**config.mk**
```make
export PLATFORM = sky130hd
export DESIGN_NAME = battery_status_word_logic
export DESIGN_NICKNAME = d
export VERILOG_FILES = /design/src/batt_status_pkg.sv /design/src/battery_status_word_logic.sv
export SDC_FILE = /design/constraint.sdc
export NUM_CORES = 1
export LEC_CHECK = 0
export BUFFER_PORTS_ARGS = -buffer_cell sky130_fd_sc_hd__buf_2
export CAP_MARGIN = 20
export CORE_MARGIN = 2
export CORE_UTILIZATION = 45
export DETAILED_ROUTE_END_ITERATION = 7
export PLACE_DENSITY = 0.76
export SLEW_MARGIN = 20
export SYNTH_ARGS = -nofsm -noshare
export SYNTH_HDL_FRONTEND = slang
export SYNTH_SLANG_ARGS = --single-unit
```
**constraint.sdc**
```tcl
create_clock -name ref_clk_in -period 8.8 [get_ports ref_clk_in]
set_clock_uncertainty 0.05 [all_clocks]
set_input_delay 2.2 -clock ref_clk_in [delete_from_list [all_inputs] [get_ports ref_clk_in]]
set_output_delay 2.2 -clock ref_clk_in [all_outputs]
set_load 0.05 [all_outputs]
```
**src/batt_status_pkg.sv**
```systemverilog
// constants, field layouts and carriers for the battery status word bank
// assumes every measurement and threshold arrives from gauge logic on the same clock
package batt_status_pkg;

	// ****************************************************************
	// command codes
	// ****************************************************************
	localparam logic [7:0] CMD_AVG_EMPTY = 8'h12;
	localparam logic [7:0] CMD_AVG_FULL = 8'h13;
	localparam logic [7:0] CMD_CHG_CURRENT = 8'h14;
	localparam logic [7:0] CMD_CHG_VOLTAGE = 8'h15;
	localparam logic [7:0] CMD_STATUS = 8'h16;

	// ****************************************************************
	// status word bit positions
	// ****************************************************************
	localparam int BIT_OVER_CHARGED = 15;
	localparam int BIT_TERM_CHARGE = 14;
	localparam int BIT_OVER_TEMP = 12;
	localparam int BIT_TERM_DISCHARGE = 11;
	localparam int BIT_LOW_CHARGE = 9;
	localparam int BIT_LOW_RUNTIME = 8;
	localparam int BIT_INITIALIZED = 7;
	localparam int BIT_DISCHARGING = 6;
	localparam int BIT_FULLY_CHARGED = 5;
	localparam int BIT_FULLY_DISCHARGED = 4;
	localparam int ERR_W = 3;

	// ****************************************************************
	// error codes
	// ****************************************************************
	localparam logic [2:0] ERR_OK = 3'h0;
	localparam logic [2:0] ERR_BUSY = 3'h1;
	localparam logic [2:0] ERR_RESERVED_CMD = 3'h2;
	localparam logic [2:0] ERR_UNSUPPORTED = 3'h3;
	localparam logic [2:0] ERR_ACCESS_DENIED = 3'h4;
	localparam logic [2:0] ERR_OVERFLOW = 3'h5;
	localparam logic [2:0] ERR_BAD_SIZE = 3'h6;
	localparam logic [2:0] ERR_UNKNOWN = 3'h7;

	// ****************************************************************
	// values and counts
	// ****************************************************************
	localparam logic [15:0] WORD_INVALID = 16'hFFFF;
	localparam logic [15:0] MINUTES_MAX = 16'hFFFE;
	localparam logic [15:0] WORD_RESET = 16'h0000;
	localparam logic [1:0] OVERCHG_CLEAR_MAH = 2'h2;
	localparam logic [7:0] FULLY_DIS_CLEAR_PCT = 8'h14;
	localparam logic [4:0] DIV_STEPS = 5'h18;
	localparam logic [7:0] MINUTES_PER_HOUR = 8'h3C;

	// ****************************************************************
	// carriers
	// ****************************************************************
	typedef struct packed {
		logic [15:0] remaining_charge;
		logic [15:0] full_charge;
		logic signed [15:0] smoothed_current;
		logic signed [15:0] smoothed_power;
		logic signed [15:0] instant_current;
		logic [15:0] pack_voltage;
		logic [15:0] single_cell_voltage;
		logic signed [15:0] temperature;
		logic [7:0] charge_percent_of_full;
		logic charging;
		logic cell_undervoltage_flag;
	} gauge_meas_t;

	typedef struct packed {
		logic [15:0] overcharge_margin;
		logic [15:0] terminate_voltage;
		logic signed [15:0] suspend_temp_low;
		logic signed [15:0] ot_charge_set;
		logic signed [15:0] ot_charge_reset;
		logic signed [15:0] ot_discharge_set;
		logic signed [15:0] ot_discharge_reset;
		logic [15:0] end_voltage_level_two;
		logic [15:0] end_voltage_level_two_cell;
		logic [15:0] overload_current;
		logic [7:0] full_clear_pct;
		logic [7:0] low_pct;
		logic [15:0] low_charge_threshold;
		logic [15:0] low_runtime_threshold;
	} gauge_cfg_t;

	typedef enum logic [2:0] {
		DIV_IDLE = 3'b001,
		DIV_RUN = 3'b010,
		DIV_STORE = 3'b100
	} div_state_t;

endpackage : batt_status_pkg

```
**src/battery_status_word_logic.sv**
```systemverilog
// battery status word bank: time estimates, charge requests, alarm and status flags
// assumes a word-read front end that presents a command code with one-cycle strobes
`timescale 1ns/1ps

// Contract
// - code 0x12 returns averaged minutes to empty, 0..65534; 65535 when not discharging.
// - code 0x13 returns averaged minutes to full; 65535 when not charging.
// - code 0x14 returns requested charge current in mA; zero turns charger off.
// - code 0x15 returns requested charge voltage in mV; 65535 means constant-current.
// - status word alarm bits at 0x8000..0x0100; 0x2000 and 0x0400 reserved.
// - status bits: initialized, discharging, fully charged, fully discharged.
// - low three status bits hold the error code of the last transaction.
// - alarm broadcast sends the status word with error-code bits all ones.
// - overcharge sets above full plus margin; clears after 2 mAh non-charging.
// - end-of-charge sets on charge termination; clears when charging stops.
// - over-temperature uses charge or discharge thresholds with matching resets.
// - end-of-discharge sets on four conditions; clears when voltage, charge, undervoltage recover.
// - low-capacity alarm compares remaining charge with host capacity threshold.
// - low-run-time alarm compares time to empty with host time threshold.
// - initialized bit follows valid or improper data-flash load.
// - discharging bit is set whenever the battery is not charging.
// - fully-charged sets on termination or overcharge; clears below clear percentage.
// - fully-discharged sets on low voltage or low percent; clears at 20 percent.
// - time estimates use current or power as the capacity-unit mode selects.
// - averaged time estimates have granularity of two minutes or better.
// - capacity mode 0 means mAh, mode 1 means 10 mWh units.
module battery_status_word_logic (
	// clock and reset
	input wire logic ref_clk_in,
	input wire logic srst_in,
	// word command port
	input wire logic [7:0] cmd_code_in,
	input wire logic cmd_read_in,
	input wire logic cmd_write_in,
	input wire logic cmd_bad_size_in,
	output logic [15:0] rd_data_out,
	output logic rd_valid_out,
	// alarm broadcast
	input wire logic alarm_send_in,
	output logic [15:0] alarm_broadcast_message_out,
	output logic alarm_valid_out,
	// gauge measurements and configuration
	input wire batt_status_pkg::gauge_meas_t meas_in,
	input wire batt_status_pkg::gauge_cfg_t cfg_in,
	input wire logic capacity_mode_in,
	input wire logic [15:0] req_current_in,
	input wire logic [15:0] req_voltage_in,
	// events from the gauge
	input wire logic charge_term_in,
	input wire logic non_charge_mah_in,
	input wire logic flash_load_ok_in,
	input wire logic flash_load_bad_in,
	// charger hint
	output logic charger_off_out
);

	// ****************************************************************
	// time estimate divider
	// ****************************************************************
	batt_status_pkg::div_state_t st_q;
	logic for_full_q;
	logic [23:0] dvd_q;
	logic [16:0] rem_q;
	logic [15:0] dvs_q;
	logic [4:0] step_q;
	logic valid_est_q;
	logic [15:0] avg_empty_q;
	logic [15:0] avg_full_q;

	// mode 0 works in mAh over mA, mode 1 in 10 mWh over 10 mW
	wire logic signed [15:0] rate = capacity_mode_in ? meas_in.smoothed_power :
		meas_in.smoothed_current;
	wire logic discharging_rate = rate < 16'sh0000;
	wire logic charging_rate = rate > 16'sh0000;
	wire logic [15:0] rate_mag = discharging_rate ? 16'(-rate) : 16'(rate);
	wire logic [15:0] to_full = (meas_in.full_charge > meas_in.remaining_charge) ?
		16'(meas_in.full_charge - meas_in.remaining_charge) : 16'h0000;
	wire logic [15:0] amount = for_full_q ? to_full : meas_in.remaining_charge;
	// amount * 60 fits in 22 bits; one-minute resolution beats the granularity
	wire logic [23:0] amount_min = 24'(amount) * 24'(batt_status_pkg::MINUTES_PER_HOUR);
	wire logic [16:0] trial = {rem_q[15:0], dvd_q[23]};
	wire logic fits = trial >= {1'b0, dvs_q};
	wire logic [16:0] rem_next = fits ? 17'(trial - {1'b0, dvs_q}) : trial;
	wire logic over_range = (dvd_q[23:16] != 8'h00) || (dvd_q[15:0] > batt_status_pkg::MINUTES_MAX);
	wire logic [15:0] quotient_sat = over_range ? batt_status_pkg::MINUTES_MAX : dvd_q[15:0];

	always_ff @(posedge ref_clk_in) begin
		if (srst_in) begin
			st_q <= batt_status_pkg::DIV_IDLE;
			for_full_q <= 1'b0;
			dvd_q <= 24'h000000;
			rem_q <= 17'h00000;
			dvs_q <= 16'h0000;
			step_q <= 5'h00;
		end else begin
			case (st_q)
				batt_status_pkg::DIV_IDLE: begin
					dvd_q <= amount_min;
					rem_q <= 17'h00000;
					dvs_q <= rate_mag;
					valid_est_q <= for_full_q ? charging_rate : discharging_rate;
					step_q <= 5'h00;
					st_q <= batt_status_pkg::DIV_RUN;
				end
				batt_status_pkg::DIV_RUN: begin
					dvd_q <= {dvd_q[22:0], fits};
					rem_q <= rem_next;
					step_q <= 5'(step_q + 5'h01);
					if (step_q == 5'(batt_status_pkg::DIV_STEPS - 5'h01)) begin
						st_q <= batt_status_pkg::DIV_STORE;
					end
				end
				batt_status_pkg::DIV_STORE: begin
					for_full_q <= ~for_full_q;
					st_q <= batt_status_pkg::DIV_IDLE;
				end
				default: begin
					st_q <= batt_status_pkg::DIV_IDLE;
				end
			endcase
		end
	end

	// a zero rate never counts as valid, so the divide-by-zero result is never stored
	always_ff @(posedge ref_clk_in) begin
		if (srst_in) begin
			avg_empty_q <= batt_status_pkg::WORD_INVALID;
			avg_full_q <= batt_status_pkg::WORD_INVALID;
		end else if (st_q == batt_status_pkg::DIV_STORE) begin
			if (for_full_q) begin
				avg_full_q <= valid_est_q ? quotient_sat : batt_status_pkg::WORD_INVALID;
			end else begin
				avg_empty_q <= valid_est_q ? quotient_sat : batt_status_pkg::WORD_INVALID;
			end
		end
	end

	// ****************************************************************
	// charge requests
	// ****************************************************************
	logic [15:0] req_current_q;
	logic [15:0] req_voltage_q;

	// values pass unchanged, so 0 and 65535 keep their meaning for the charger
	always_ff @(posedge ref_clk_in) begin
		if (srst_in) begin
			req_current_q <= batt_status_pkg::WORD_RESET;
			req_voltage_q <= batt_status_pkg::WORD_RESET;
			charger_off_out <= 1'b1;
		end else begin
			req_current_q <= req_current_in;
			req_voltage_q <= req_voltage_in;
			charger_off_out <= req_current_in == 16'h0000;
		end
	end

	// ****************************************************************
	// alarm and status flags
	// ****************************************************************
	logic over_charged_q;
	logic term_charge_q;
	logic over_temp_q;
	logic term_discharge_q;
	logic low_charge_q;
	logic low_runtime_q;
	logic initialized_q;
	logic discharging_q;
	logic fully_charged_q;
	logic fully_discharged_q;
	logic [1:0] nc_mah_q;
	logic [15:0] rm_prev_q;

	wire logic chg = meas_in.charging;
	wire logic overcharge_cond = chg && ({1'b0, meas_in.remaining_charge} >
		17'(meas_in.full_charge + cfg_in.overcharge_margin));
	wire logic nc_done = !chg && non_charge_mah_in &&
		(nc_mah_q == 2'(batt_status_pkg::OVERCHG_CLEAR_MAH - 2'h1));
	wire logic ot_set = chg ? (meas_in.temperature >= cfg_in.ot_charge_set) :
		(meas_in.temperature >= cfg_in.ot_discharge_set);
	wire logic ot_clr = chg ? (meas_in.temperature < cfg_in.ot_charge_reset) :
		(meas_in.temperature < cfg_in.ot_discharge_reset);
	wire logic eod_set = (meas_in.remaining_charge == 16'h0000) ||
		(meas_in.pack_voltage <= cfg_in.terminate_voltage) ||
		(meas_in.temperature <= cfg_in.suspend_temp_low) || meas_in.cell_undervoltage_flag;
	wire logic eod_clr = (meas_in.pack_voltage > cfg_in.terminate_voltage) &&
		(meas_in.remaining_charge != 16'h0000) && !meas_in.cell_undervoltage_flag;
	wire logic lc_set = meas_in.remaining_charge < cfg_in.low_charge_threshold;
	wire logic lc_clr = (cfg_in.low_charge_threshold < meas_in.remaining_charge) ||
		(chg && (meas_in.remaining_charge > rm_prev_q));
	wire logic lt_set = avg_empty_q < cfg_in.low_runtime_threshold;
	wire logic lt_clr = (cfg_in.low_runtime_threshold < avg_empty_q) || chg;
	wire logic fc_set = charge_term_in || overcharge_cond;
	wire logic fc_clr = meas_in.charge_percent_of_full < cfg_in.full_clear_pct;
	wire logic fd_set = (((meas_in.pack_voltage < cfg_in.end_voltage_level_two) ||
		(meas_in.single_cell_voltage < cfg_in.end_voltage_level_two_cell)) &&
		(meas_in.instant_current < $signed(cfg_in.overload_current))) ||
		(meas_in.charge_percent_of_full < cfg_in.low_pct);
	wire logic fd_clr = meas_in.charge_percent_of_full >= batt_status_pkg::FULLY_DIS_CLEAR_PCT;

	// non-charging mAh quanta count only while not charging; charging restarts the count
	always_ff @(posedge ref_clk_in) begin
		if (srst_in || chg || !over_charged_q) begin
			nc_mah_q <= 2'h0;
		end else if (non_charge_mah_in && !nc_done) begin
			nc_mah_q <= 2'(nc_mah_q + 2'h1);
		end
	end

	// every set term is tested before its clear, so a coinciding event is kept
	always_ff @(posedge ref_clk_in) begin
		if (srst_in) begin
			over_charged_q <= 1'b0;
			term_charge_q <= 1'b0;
			over_temp_q <= 1'b0;
			term_discharge_q <= 1'b0;
			low_charge_q <= 1'b0;
			low_runtime_q <= 1'b0;
			discharging_q <= 1'b1;
			fully_charged_q <= 1'b0;
			fully_discharged_q <= 1'b0;
			rm_prev_q <= 16'h0000;
		end else begin
			rm_prev_q <= meas_in.remaining_charge;
			over_charged_q <= overcharge_cond || (over_charged_q && !nc_done);
			term_charge_q <= charge_term_in || (term_charge_q && chg);
			over_temp_q <= ot_set || (over_temp_q && !ot_clr);
			term_discharge_q <= eod_set || (term_discharge_q && !eod_clr);
			low_charge_q <= lc_set || (low_charge_q && !lc_clr);
			low_runtime_q <= lt_set || (low_runtime_q && !lt_clr);
			discharging_q <= !chg;
			fully_charged_q <= fc_set || (fully_charged_q && !fc_clr);
			fully_discharged_q <= fd_set || (fully_discharged_q && !fd_clr);
		end
	end

	// a valid load wins over a simultaneous improper one
	always_ff @(posedge ref_clk_in) begin
		if (srst_in) begin
			initialized_q <= 1'b0;
		end else begin
			initialized_q <= flash_load_ok_in || (initialized_q && !flash_load_bad_in);
		end
	end

	// ****************************************************************
	// status word and command handling
	// ****************************************************************
	logic [2:0] err_q;

	wire logic [15:0] status_word = {over_charged_q, term_charge_q, 1'b0, over_temp_q,
		term_discharge_q, 1'b0, low_charge_q, low_runtime_q, initialized_q,
		discharging_q, fully_charged_q, fully_discharged_q, 1'b0, err_q};
	wire logic cmd_known = (cmd_code_in >= batt_status_pkg::CMD_AVG_EMPTY) &&
		(cmd_code_in <= batt_status_pkg::CMD_STATUS);
	wire logic [2:0] err_next = !cmd_known ? batt_status_pkg::ERR_UNSUPPORTED :
		cmd_write_in ? (cmd_bad_size_in ? batt_status_pkg::ERR_BAD_SIZE :
		batt_status_pkg::ERR_ACCESS_DENIED) : batt_status_pkg::ERR_OK;
	wire logic [15:0] rd_mux = (cmd_code_in == batt_status_pkg::CMD_AVG_EMPTY) ? avg_empty_q :
		(cmd_code_in == batt_status_pkg::CMD_AVG_FULL) ? avg_full_q :
		(cmd_code_in == batt_status_pkg::CMD_CHG_CURRENT) ? req_current_q :
		(cmd_code_in == batt_status_pkg::CMD_CHG_VOLTAGE) ? req_voltage_q :
		(cmd_code_in == batt_status_pkg::CMD_STATUS) ? status_word : 16'h0000;

	// a status read shows the previous transaction's code, then records its own
	always_ff @(posedge ref_clk_in) begin
		if (srst_in) begin
			err_q <= batt_status_pkg::ERR_OK;
			rd_data_out <= 16'h0000;
			rd_valid_out <= 1'b0;
		end else begin
			rd_valid_out <= cmd_read_in;
			if (cmd_read_in) begin
				rd_data_out <= rd_mux;
			end
			if (cmd_read_in || cmd_write_in) begin
				err_q <= err_next;
			end
		end
	end

	always_ff @(posedge ref_clk_in) begin
		if (srst_in) begin
			alarm_broadcast_message_out <= 16'h0000;
			alarm_valid_out <= 1'b0;
		end else begin
			alarm_valid_out <= alarm_send_in;
			if (alarm_send_in) begin
				alarm_broadcast_message_out <= {status_word[15:3], 3'h7};
			end
		end
	end

	// ****************************************************************
	// assertions
	// ****************************************************************
	property p_empty_invalid;
		@(posedge ref_clk_in) disable iff (srst_in)
		(st_q == batt_status_pkg::DIV_STORE && !for_full_q && !valid_est_q) |=>
		avg_empty_q == 16'hFFFF;
	endproperty
	a_empty_invalid: assert property (p_empty_invalid) else $error("empty time not invalid");

	property p_full_invalid;
		@(posedge ref_clk_in) disable iff (srst_in)
		(st_q == batt_status_pkg::DIV_STORE && for_full_q && !valid_est_q) |=>
		avg_full_q == 16'hFFFF;
	endproperty
	a_full_invalid: assert property (p_full_invalid) else $error("full time not invalid");

	property p_empty_range;
		@(posedge ref_clk_in) disable iff (srst_in)
		(st_q == batt_status_pkg::DIV_STORE && !for_full_q && valid_est_q) |=>
		avg_empty_q <= 16'hFFFE;
	endproperty
	a_empty_range: assert property (p_empty_range) else $error("empty time out of range");

	property p_read_current;
		@(posedge ref_clk_in) disable iff (srst_in)
		(cmd_read_in && cmd_code_in == 8'h14) |=> rd_valid_out && rd_data_out == $past(req_current_q);
	endproperty
	a_read_current: assert property (p_read_current) else $error("current read wrong");

	property p_alarm_err_ones;
		@(posedge ref_clk_in) disable iff (srst_in)
		alarm_send_in |=> alarm_valid_out && alarm_broadcast_message_out[2:0] == 3'h7 &&
		alarm_broadcast_message_out[15:3] == $past(status_word[15:3]);
	endproperty
	a_alarm_err_ones: assert property (p_alarm_err_ones) else $error("broadcast code not ones");

	property p_reserved_zero;
		@(posedge ref_clk_in) disable iff (srst_in)
		rd_valid_out |-> !((rd_data_out[13] || rd_data_out[10] || rd_data_out[3]) &&
		$past(cmd_code_in) == 8'h16);
	endproperty
	a_reserved_zero: assert property (p_reserved_zero) else $error("reserved bit set");

	property p_eoc_clear;
		@(posedge ref_clk_in) disable iff (srst_in)
		(!chg && !charge_term_in) ##1 (!chg && !charge_term_in) |-> !term_charge_q;
	endproperty
	a_eoc_clear: assert property (p_eoc_clear) else $error("end of charge stuck");

	property p_eod_set;
		@(posedge ref_clk_in) disable iff (srst_in)
		(meas_in.remaining_charge == 16'h0000) |=> term_discharge_q;
	endproperty
	a_eod_set: assert property (p_eod_set) else $error("end of discharge missed");

	property p_discharging;
		@(posedge ref_clk_in) disable iff (srst_in)
		1'b1 |=> discharging_q == !$past(chg);
	endproperty
	a_discharging: assert property (p_discharging) else $error("discharging bit wrong");

	property p_err_unsupported;
		@(posedge ref_clk_in) disable iff (srst_in)
		(cmd_read_in && (cmd_code_in < 8'h12 || cmd_code_in > 8'h16)) |=> err_q == 3'h3;
	endproperty
	a_err_unsupported: assert property (p_err_unsupported) else $error("bad error code");

	property p_fd_clear;
		@(posedge ref_clk_in) disable iff (srst_in)
		(!fd_set && meas_in.charge_percent_of_full >= 8'h14) |=> !fully_discharged_q;
	endproperty
	a_fd_clear: assert property (p_fd_clear) else $error("fully discharged stuck");

endmodule : battery_status_word_logic

```
# --- Yosys cells after proc, flatten, opt, wreduce, memory -nomap -nowiden ---
# Index checks and enable logic that the tools add are counted.
# Widths: inputs -> output; s select.
classes:
  n_addsub: 6
  n_mul: 1
  div_mod_pow: 0
  order_cmp: 26
  n_eq_ne: 11
  shifts: 0
  n_mux: 23
  n_bitwise: 2
  n_reduce_logical: 58
ops:
  columns: ["op", "n"]
  rows:
  - ["$mux 16", 12]
  - ["$lt 16x16->1", 9]
  - ["$gt 16x16->1", 3]
  - ["$pmux 24 s2", 1]
  - ["$eq 8x5->1 const B", 5]
  - ["$ge 16x16->1", 2]
  - ["$le 16x16->1", 2]
  - ["$logic_not 16->1", 2]
  - ["$pmux 16 s2", 1]
  - ["$sub 16x16->16", 2]
  - ["$logic_or 1x1->1", 21]
  - ["$mul 16x4->20 const B", 1]
  - ["$logic_and 1x1->1", 18]
  - ["$add 16x16->17", 1]
  - ["$ge 17x16->1", 1]
  - ["$gt 16x17->1", 1]
  - ["$ge 8x5->1 const B", 2]
  - ["$gt 16x1->1 const B", 1]
  - ["$gt 16x16->1 const B", 1]
  - ["$lt 16x1->1 const B", 1]
  - ["$lt 8x8->1", 2]
  - ["$neg 16->16", 1]
  - ["$reduce_bool 16->1", 1]
  - ["$logic_not 1->1", 11]
  - ["18 further kinds", 25]
word_totals:
  regBits: 193
  latch_bits: 0
  ramBits: 0
  rom_bits: 0
  inputBits: 397
  word_cells: 156
  memories: 0

# --- Logic depth before layout (Yosys ltp) ---
logic_depth:
  depth_word: 6
  mapped_depth: 27
  depth_no_buf: 24

# --- Worst setup path after synthesis ---
# OpenSTA, ideal clock, no wires.
synth_path:
  kind: "input to register"
  from: "input meas_in[106] (netlist bit)"
  to: "register dvd_q[20]"
  setup_time_ps: 62
  arrival_ps: 7433
  t_required_ps: 8688
  path_slack_ps: 1255
  stages: 26
  n_path_buf: 2
  cell_sequence: "inv_1 ha_1 fa_1 o211ai_2 a21oi_2 o21a_2 o211ai_2 o311a_1 buf_6 buf_6 nand2b_1 o21ai_0 inv_1 fa_1 fa_1 inv_1 ha_1 a21o_1 a21oi_1 nand2b_1 a21boi_1 a221o_2 a211oi_2 o21bai_1 or4b_1 nand3_1"
synth_via:
  elab_chain_len: 5
  elab_cells_between_ends: 6
synth_lines:
  columns: ["element", "line", "source"]
  rows:
  - ["start: declaration", "battery_status_word_logic.sv:43", "input wire batt_status_pkg::gauge_meas_t meas_in,"]
  - ["$sub 16x16->16 / $gt 16x16->1 (equally long branches)", "battery_status_word_logic.sv:77, battery_status_word_logic.sv:76", null]
  - ["$mux 16 *", "battery_status_word_logic.sv:76", "wire logic [15:0] to_full = (meas_in.full_charge > meas_in.remaining_charge) ?"]
  - ["$mux 16 *", "battery_status_word_logic.sv:78", "wire logic [15:0] amount = for_full_q ? to_full : meas_in.remaining_charge;"]
  - ["$mul 16x4->20 *", "battery_status_word_logic.sv:80", "wire logic [23:0] amount_min = 24'(amount) * 24'(batt_status_pkg::MINUTES_PER_HOUR);"]
  - ["$pmux 24 s2 *", "battery_status_word_logic.sv:96", "case (st_q)"]
  - ["end signal: assignment", "battery_status_word_logic.sv:98", "dvd_q <= amount_min;"]
  - ["end signal: assignment", "battery_status_word_logic.sv:106", "dvd_q <= {dvd_q[22:0], fits};"]
  - ["end: declaration", "battery_status_word_logic.sv:62", "logic [23:0] dvd_q;"]
# Every way passes the cells marked *; elsewhere a longest branch is shown, timed or not.
# A chain may end at the register's enable or synchronous reset.

# --- Worst setup path after layout ---
layout_path:
  from: "input meas_in[126] (netlist bit)"
  to: "register dvd_q[20]"
layout_via:
  elab_chain_len: 5
  elab_cells_between_ends: 6
layout_lines:
  columns: ["element", "line"]
  rows:
  - ["$sub 16x16->16 / $gt 16x16->1 (equally long branches)", "battery_status_word_logic.sv:77, battery_status_word_logic.sv:76"]
  - ["$mux 16", "battery_status_word_logic.sv:76"]
  - ["$mux 16 *", "battery_status_word_logic.sv:78"]
  - ["$mul 16x4->20 *", "battery_status_word_logic.sv:80"]
  - ["$pmux 24 s2 *", "battery_status_word_logic.sv:96"]
# Marked as above.

==> metrics <==
synthesized flop and latch total=191; first-pass GRT wire length=88.79 mm; share of cells above drive strength 1=20.08%; core area=0.03749 mm^2; vias in the first global route=16.49k; worst hold path type=reg -> reg; Max Cap Violations=0; CTS Buf Count=17; Worst slew margin=26.42%; HPWL after detailed placement=47.90 mm; prevailing post-synth register cell=dfxtp_1; total vias in the final route=16.92k; CTS sink count=191; multi-input logic area=0.01185 mm^2; Worst VDD drop=0.1253 mV; area of the mapped netlist=0.01702 mm^2; number of detailed-route iterations in the first pass=6; die width=198.5 um; layout net count=3209; fillers=3545; Synth Area in XOR/XNOR=3.697%; port bufs=428; leakage=10.35 nW; Post-synth EDFFs=1; routed wl met3=3.068 mm; Synth cell types=85; 1st-iter DRT viols=1261; vias per inst=5.566; worst reg-to-reg setup slack=2.75 ns; syn avg cell area=8.080 um^2; post-route ant nets=0; Core Util, Final=54.10%; post-layout min period=7.743 ns; DR DRC count=0; Fmax=129.1 MHz; setup violators final=0; CP required=9.14 ns; clock latency on the worst-skew pair=0.45 ns; Final Max Slew Viols=0; Worst-path clk slew=0.08 ns; flip-flop and latch area=0.003834 mm^2; pin count of the biggest net entering global routing=76; total power=3.191 mW; period utilization=87.99%; Die ar.=0.03940 mm^2; wire per inst=18.85 um; Total Routing Usage GR=28.87%; Fin. Hold Viols=0; Initial Utilization=45.41%; clock root buffer=clkbuf_16; H-tree Lvls=4; worst setup margin=1.057 ns; RSZ-0062 raised after global routing=false; Metal-1 WL=24.38 mm; critical path data arrival time=8.09 ns; Rows=71; Syn. warnings=0; met2 routed WL=27.80 mm; top sig layer=met5; CTS tree=built; CP Capture Type=flip-flop; critical path type=in -> reg; CTS resizes=0; final wirelength=57.29 mm; Worst Tran Pin Value=1.101 ns; most frequent cells in the layout=buf_2, ha_1, inv_1, dfxtp_1, a21oi_1; GR Overflow Total=0; Compound-Gate Fraction of Synth Area=22.56%; area grow syn2layout=19.14%; Post-CTS Setup Bufs=0; pre-CTS setup slack=0.6333 ns; Async SR Flop Fraction=0%; status=complete, no violations; Synth Area in Adders=24.53%; mux contribution to synthesized area=2.749%; cell count after synthesis=2107; deepest clock path buffer count=2; hold buffer count at cts=0; simple logic cell fraction of the synthesized area=15.85%; setup TNS=0 ns; Startpoint Class=input port; most common cell after layout, fill and taps aside=buf_2; crit-path max FO=7; Pwr per Cell Area=157.3 mW/mm^2; antenna violations before repair=21; Die Span Y=198.5 um; Seq/Total Area, Yosys=22.52%; largest family of logic cells by synthesized area=adder cells; gp weighted congestion=1.023; IO Pins=432
==> final timing paths <==
check / start / end / cells past startpoint
hold reg to reg: dvs_q[5]$_SDFFE_PP0N_ / dvs_q[5]$_SDFFE_PP0N_ / 2
setup reg to reg: for_full_q$_SDFFE_PP0N_ / dvd_q[20]$_SDFFE_PP0N_ / 15
setup / recovery: meas_in[126] / dvd_q[20]$_SDFFE_PP0N_ / 23
hold / removal: dvs_q[5]$_SDFFE_PP0N_ / dvs_q[5]$_SDFFE_PP0N_ / 2
==> worst max-delay path, stage by stage <==
cell and delay (ns):
buf_2 0.21, inv_1 0.12, ha_1 0.45, nand3_1 0.12, o211ai_2 0.17, a21oi_2 0.10
o21a_2 0.24, o211ai_2 0.16, o311a_1 0.49, a22oi_2 0.19, inv_1 0.19, fa_1 0.49
fa_1 0.51, fa_1 0.44, a21o_1 0.20, a21oi_1 0.21, nand2b_1 0.18, a21boi_1 0.10
a221o_2 0.38, a211oi_2 0.25, o21bai_1 0.10, or4b_1 0.50, nand3_1 0.07
==> stage by stage <==
step           hold slack [ns]  instance area (um^2)  std cells
2_1_floorplan           0.3819                 17030       2109
3_3_place_gp            0.3940                 19590       2988
3_5_place_dp            0.3986                 19610       2989
4_1_cts                 0.4087                 20230       3021
5_1_grt                 0.4319                 20280       3038
6_report                0.4049                 20280       3039
==> state kept, by name, indices dropped and copies added (netlist names), 2 cells and up <==
| name | cells |
|---|---|
| req_voltage_q | 16 |
| nc_mah_q | 2 |
| rd_data_out | 16 |
| rm_prev_q | 16 |
| alarm_broadcast_message_out | 11 |
| step_q | 5 |
| req_current_q | 16 |
| st_q | 3 |
| avg_empty_q | 16 |
| dvs_q | 16 |
| err_q | 3 |
| dvd_q | 24 |
| rem_q | 16 |
| avg_full_q | 16 |
==> area by class of cell <==
cell class	instances	share of cell area, %
Clock inverter	15	0.9747
Inverter	285	5.275
Timing Repair Buffer	438	10.96
Multi-Input combinational cell	1564	58.41
Clock buffer	17	2.097
Tap cell	511	3.152
Antenna cell	18	0.2221
Sequential cell	191	18.90
==> kinds of logic (layout without fill, tap and decap cells) <==
kind of cell | Yosys count | after routing
AOI/OAI and AO/OA | 582 | 582
adders and majority gates | 322 | 322
DFF | 191 | 191
muxes | 46 | 46
other | 1 | 21
and+or+nand+nor | 540 | 540
xor gates and xnor gates | 71 | 71
buffers and inverters | 354 | 755
==> cell usage after synthesis (7+ instances only) <==
cell type	n	area, um^2
fa_1	22	440.4
a211oi_1	27	202.7
nor2b_1	71	444.2
o21ai_0	126	630.6
o22a_1	15	131.4
nor4_1	18	112.6
nand3_1	32	160.2
clkbuf_1	45	168.9
inv_1	284	1066
maj3_1	7	70.07
o22ai_1	27	168.9
and3_1	8	50.05
or3_1	7	43.79
a22o_1	9	78.83
nor3_1	39	195.2
nand3b_1	9	67.56
a21o_1	49	367.9
xor2_1	21	183.9
o21bai_1	7	52.55
nand2b_1	32	200.2
buf_1	9	33.78
o21a_1	24	180.2
mux2i_1	40	400.4
a221oi_1	9	78.83
a31oi_1	9	56.30
xnor2_1	49	429.2
nand2_1	112	420.4
ha_1	293	3666
nand4_1	47	294.0
o211ai_1	10	75.07
dfxtp_1	190	3804
a21oi_1	161	805.8
and4_1	8	70.07
a22oi_1	41	307.8
nor2_1	145	544.3
==> per-layer routing <==
metal	global-route usage, %	vias up
met5	0	-
met4	11.91	4
met3	4.154	101
met2	50.23	589
met1	35.74	7927
li1	-	8295
==> report_power, final <==
| group | internal, mW | switching [mW] | total, mW |
|---|---|---|---|
| sequential | 0.948 | 0.0993 | 1.05 |
| clock | 0.397 | 0.425 | 0.822 |
| combinational | 0.568 | 0.754 | 1.32 |
| total | 1.91 | 1.28 | 3.19 |
Power figures use the tool's default switching activity.
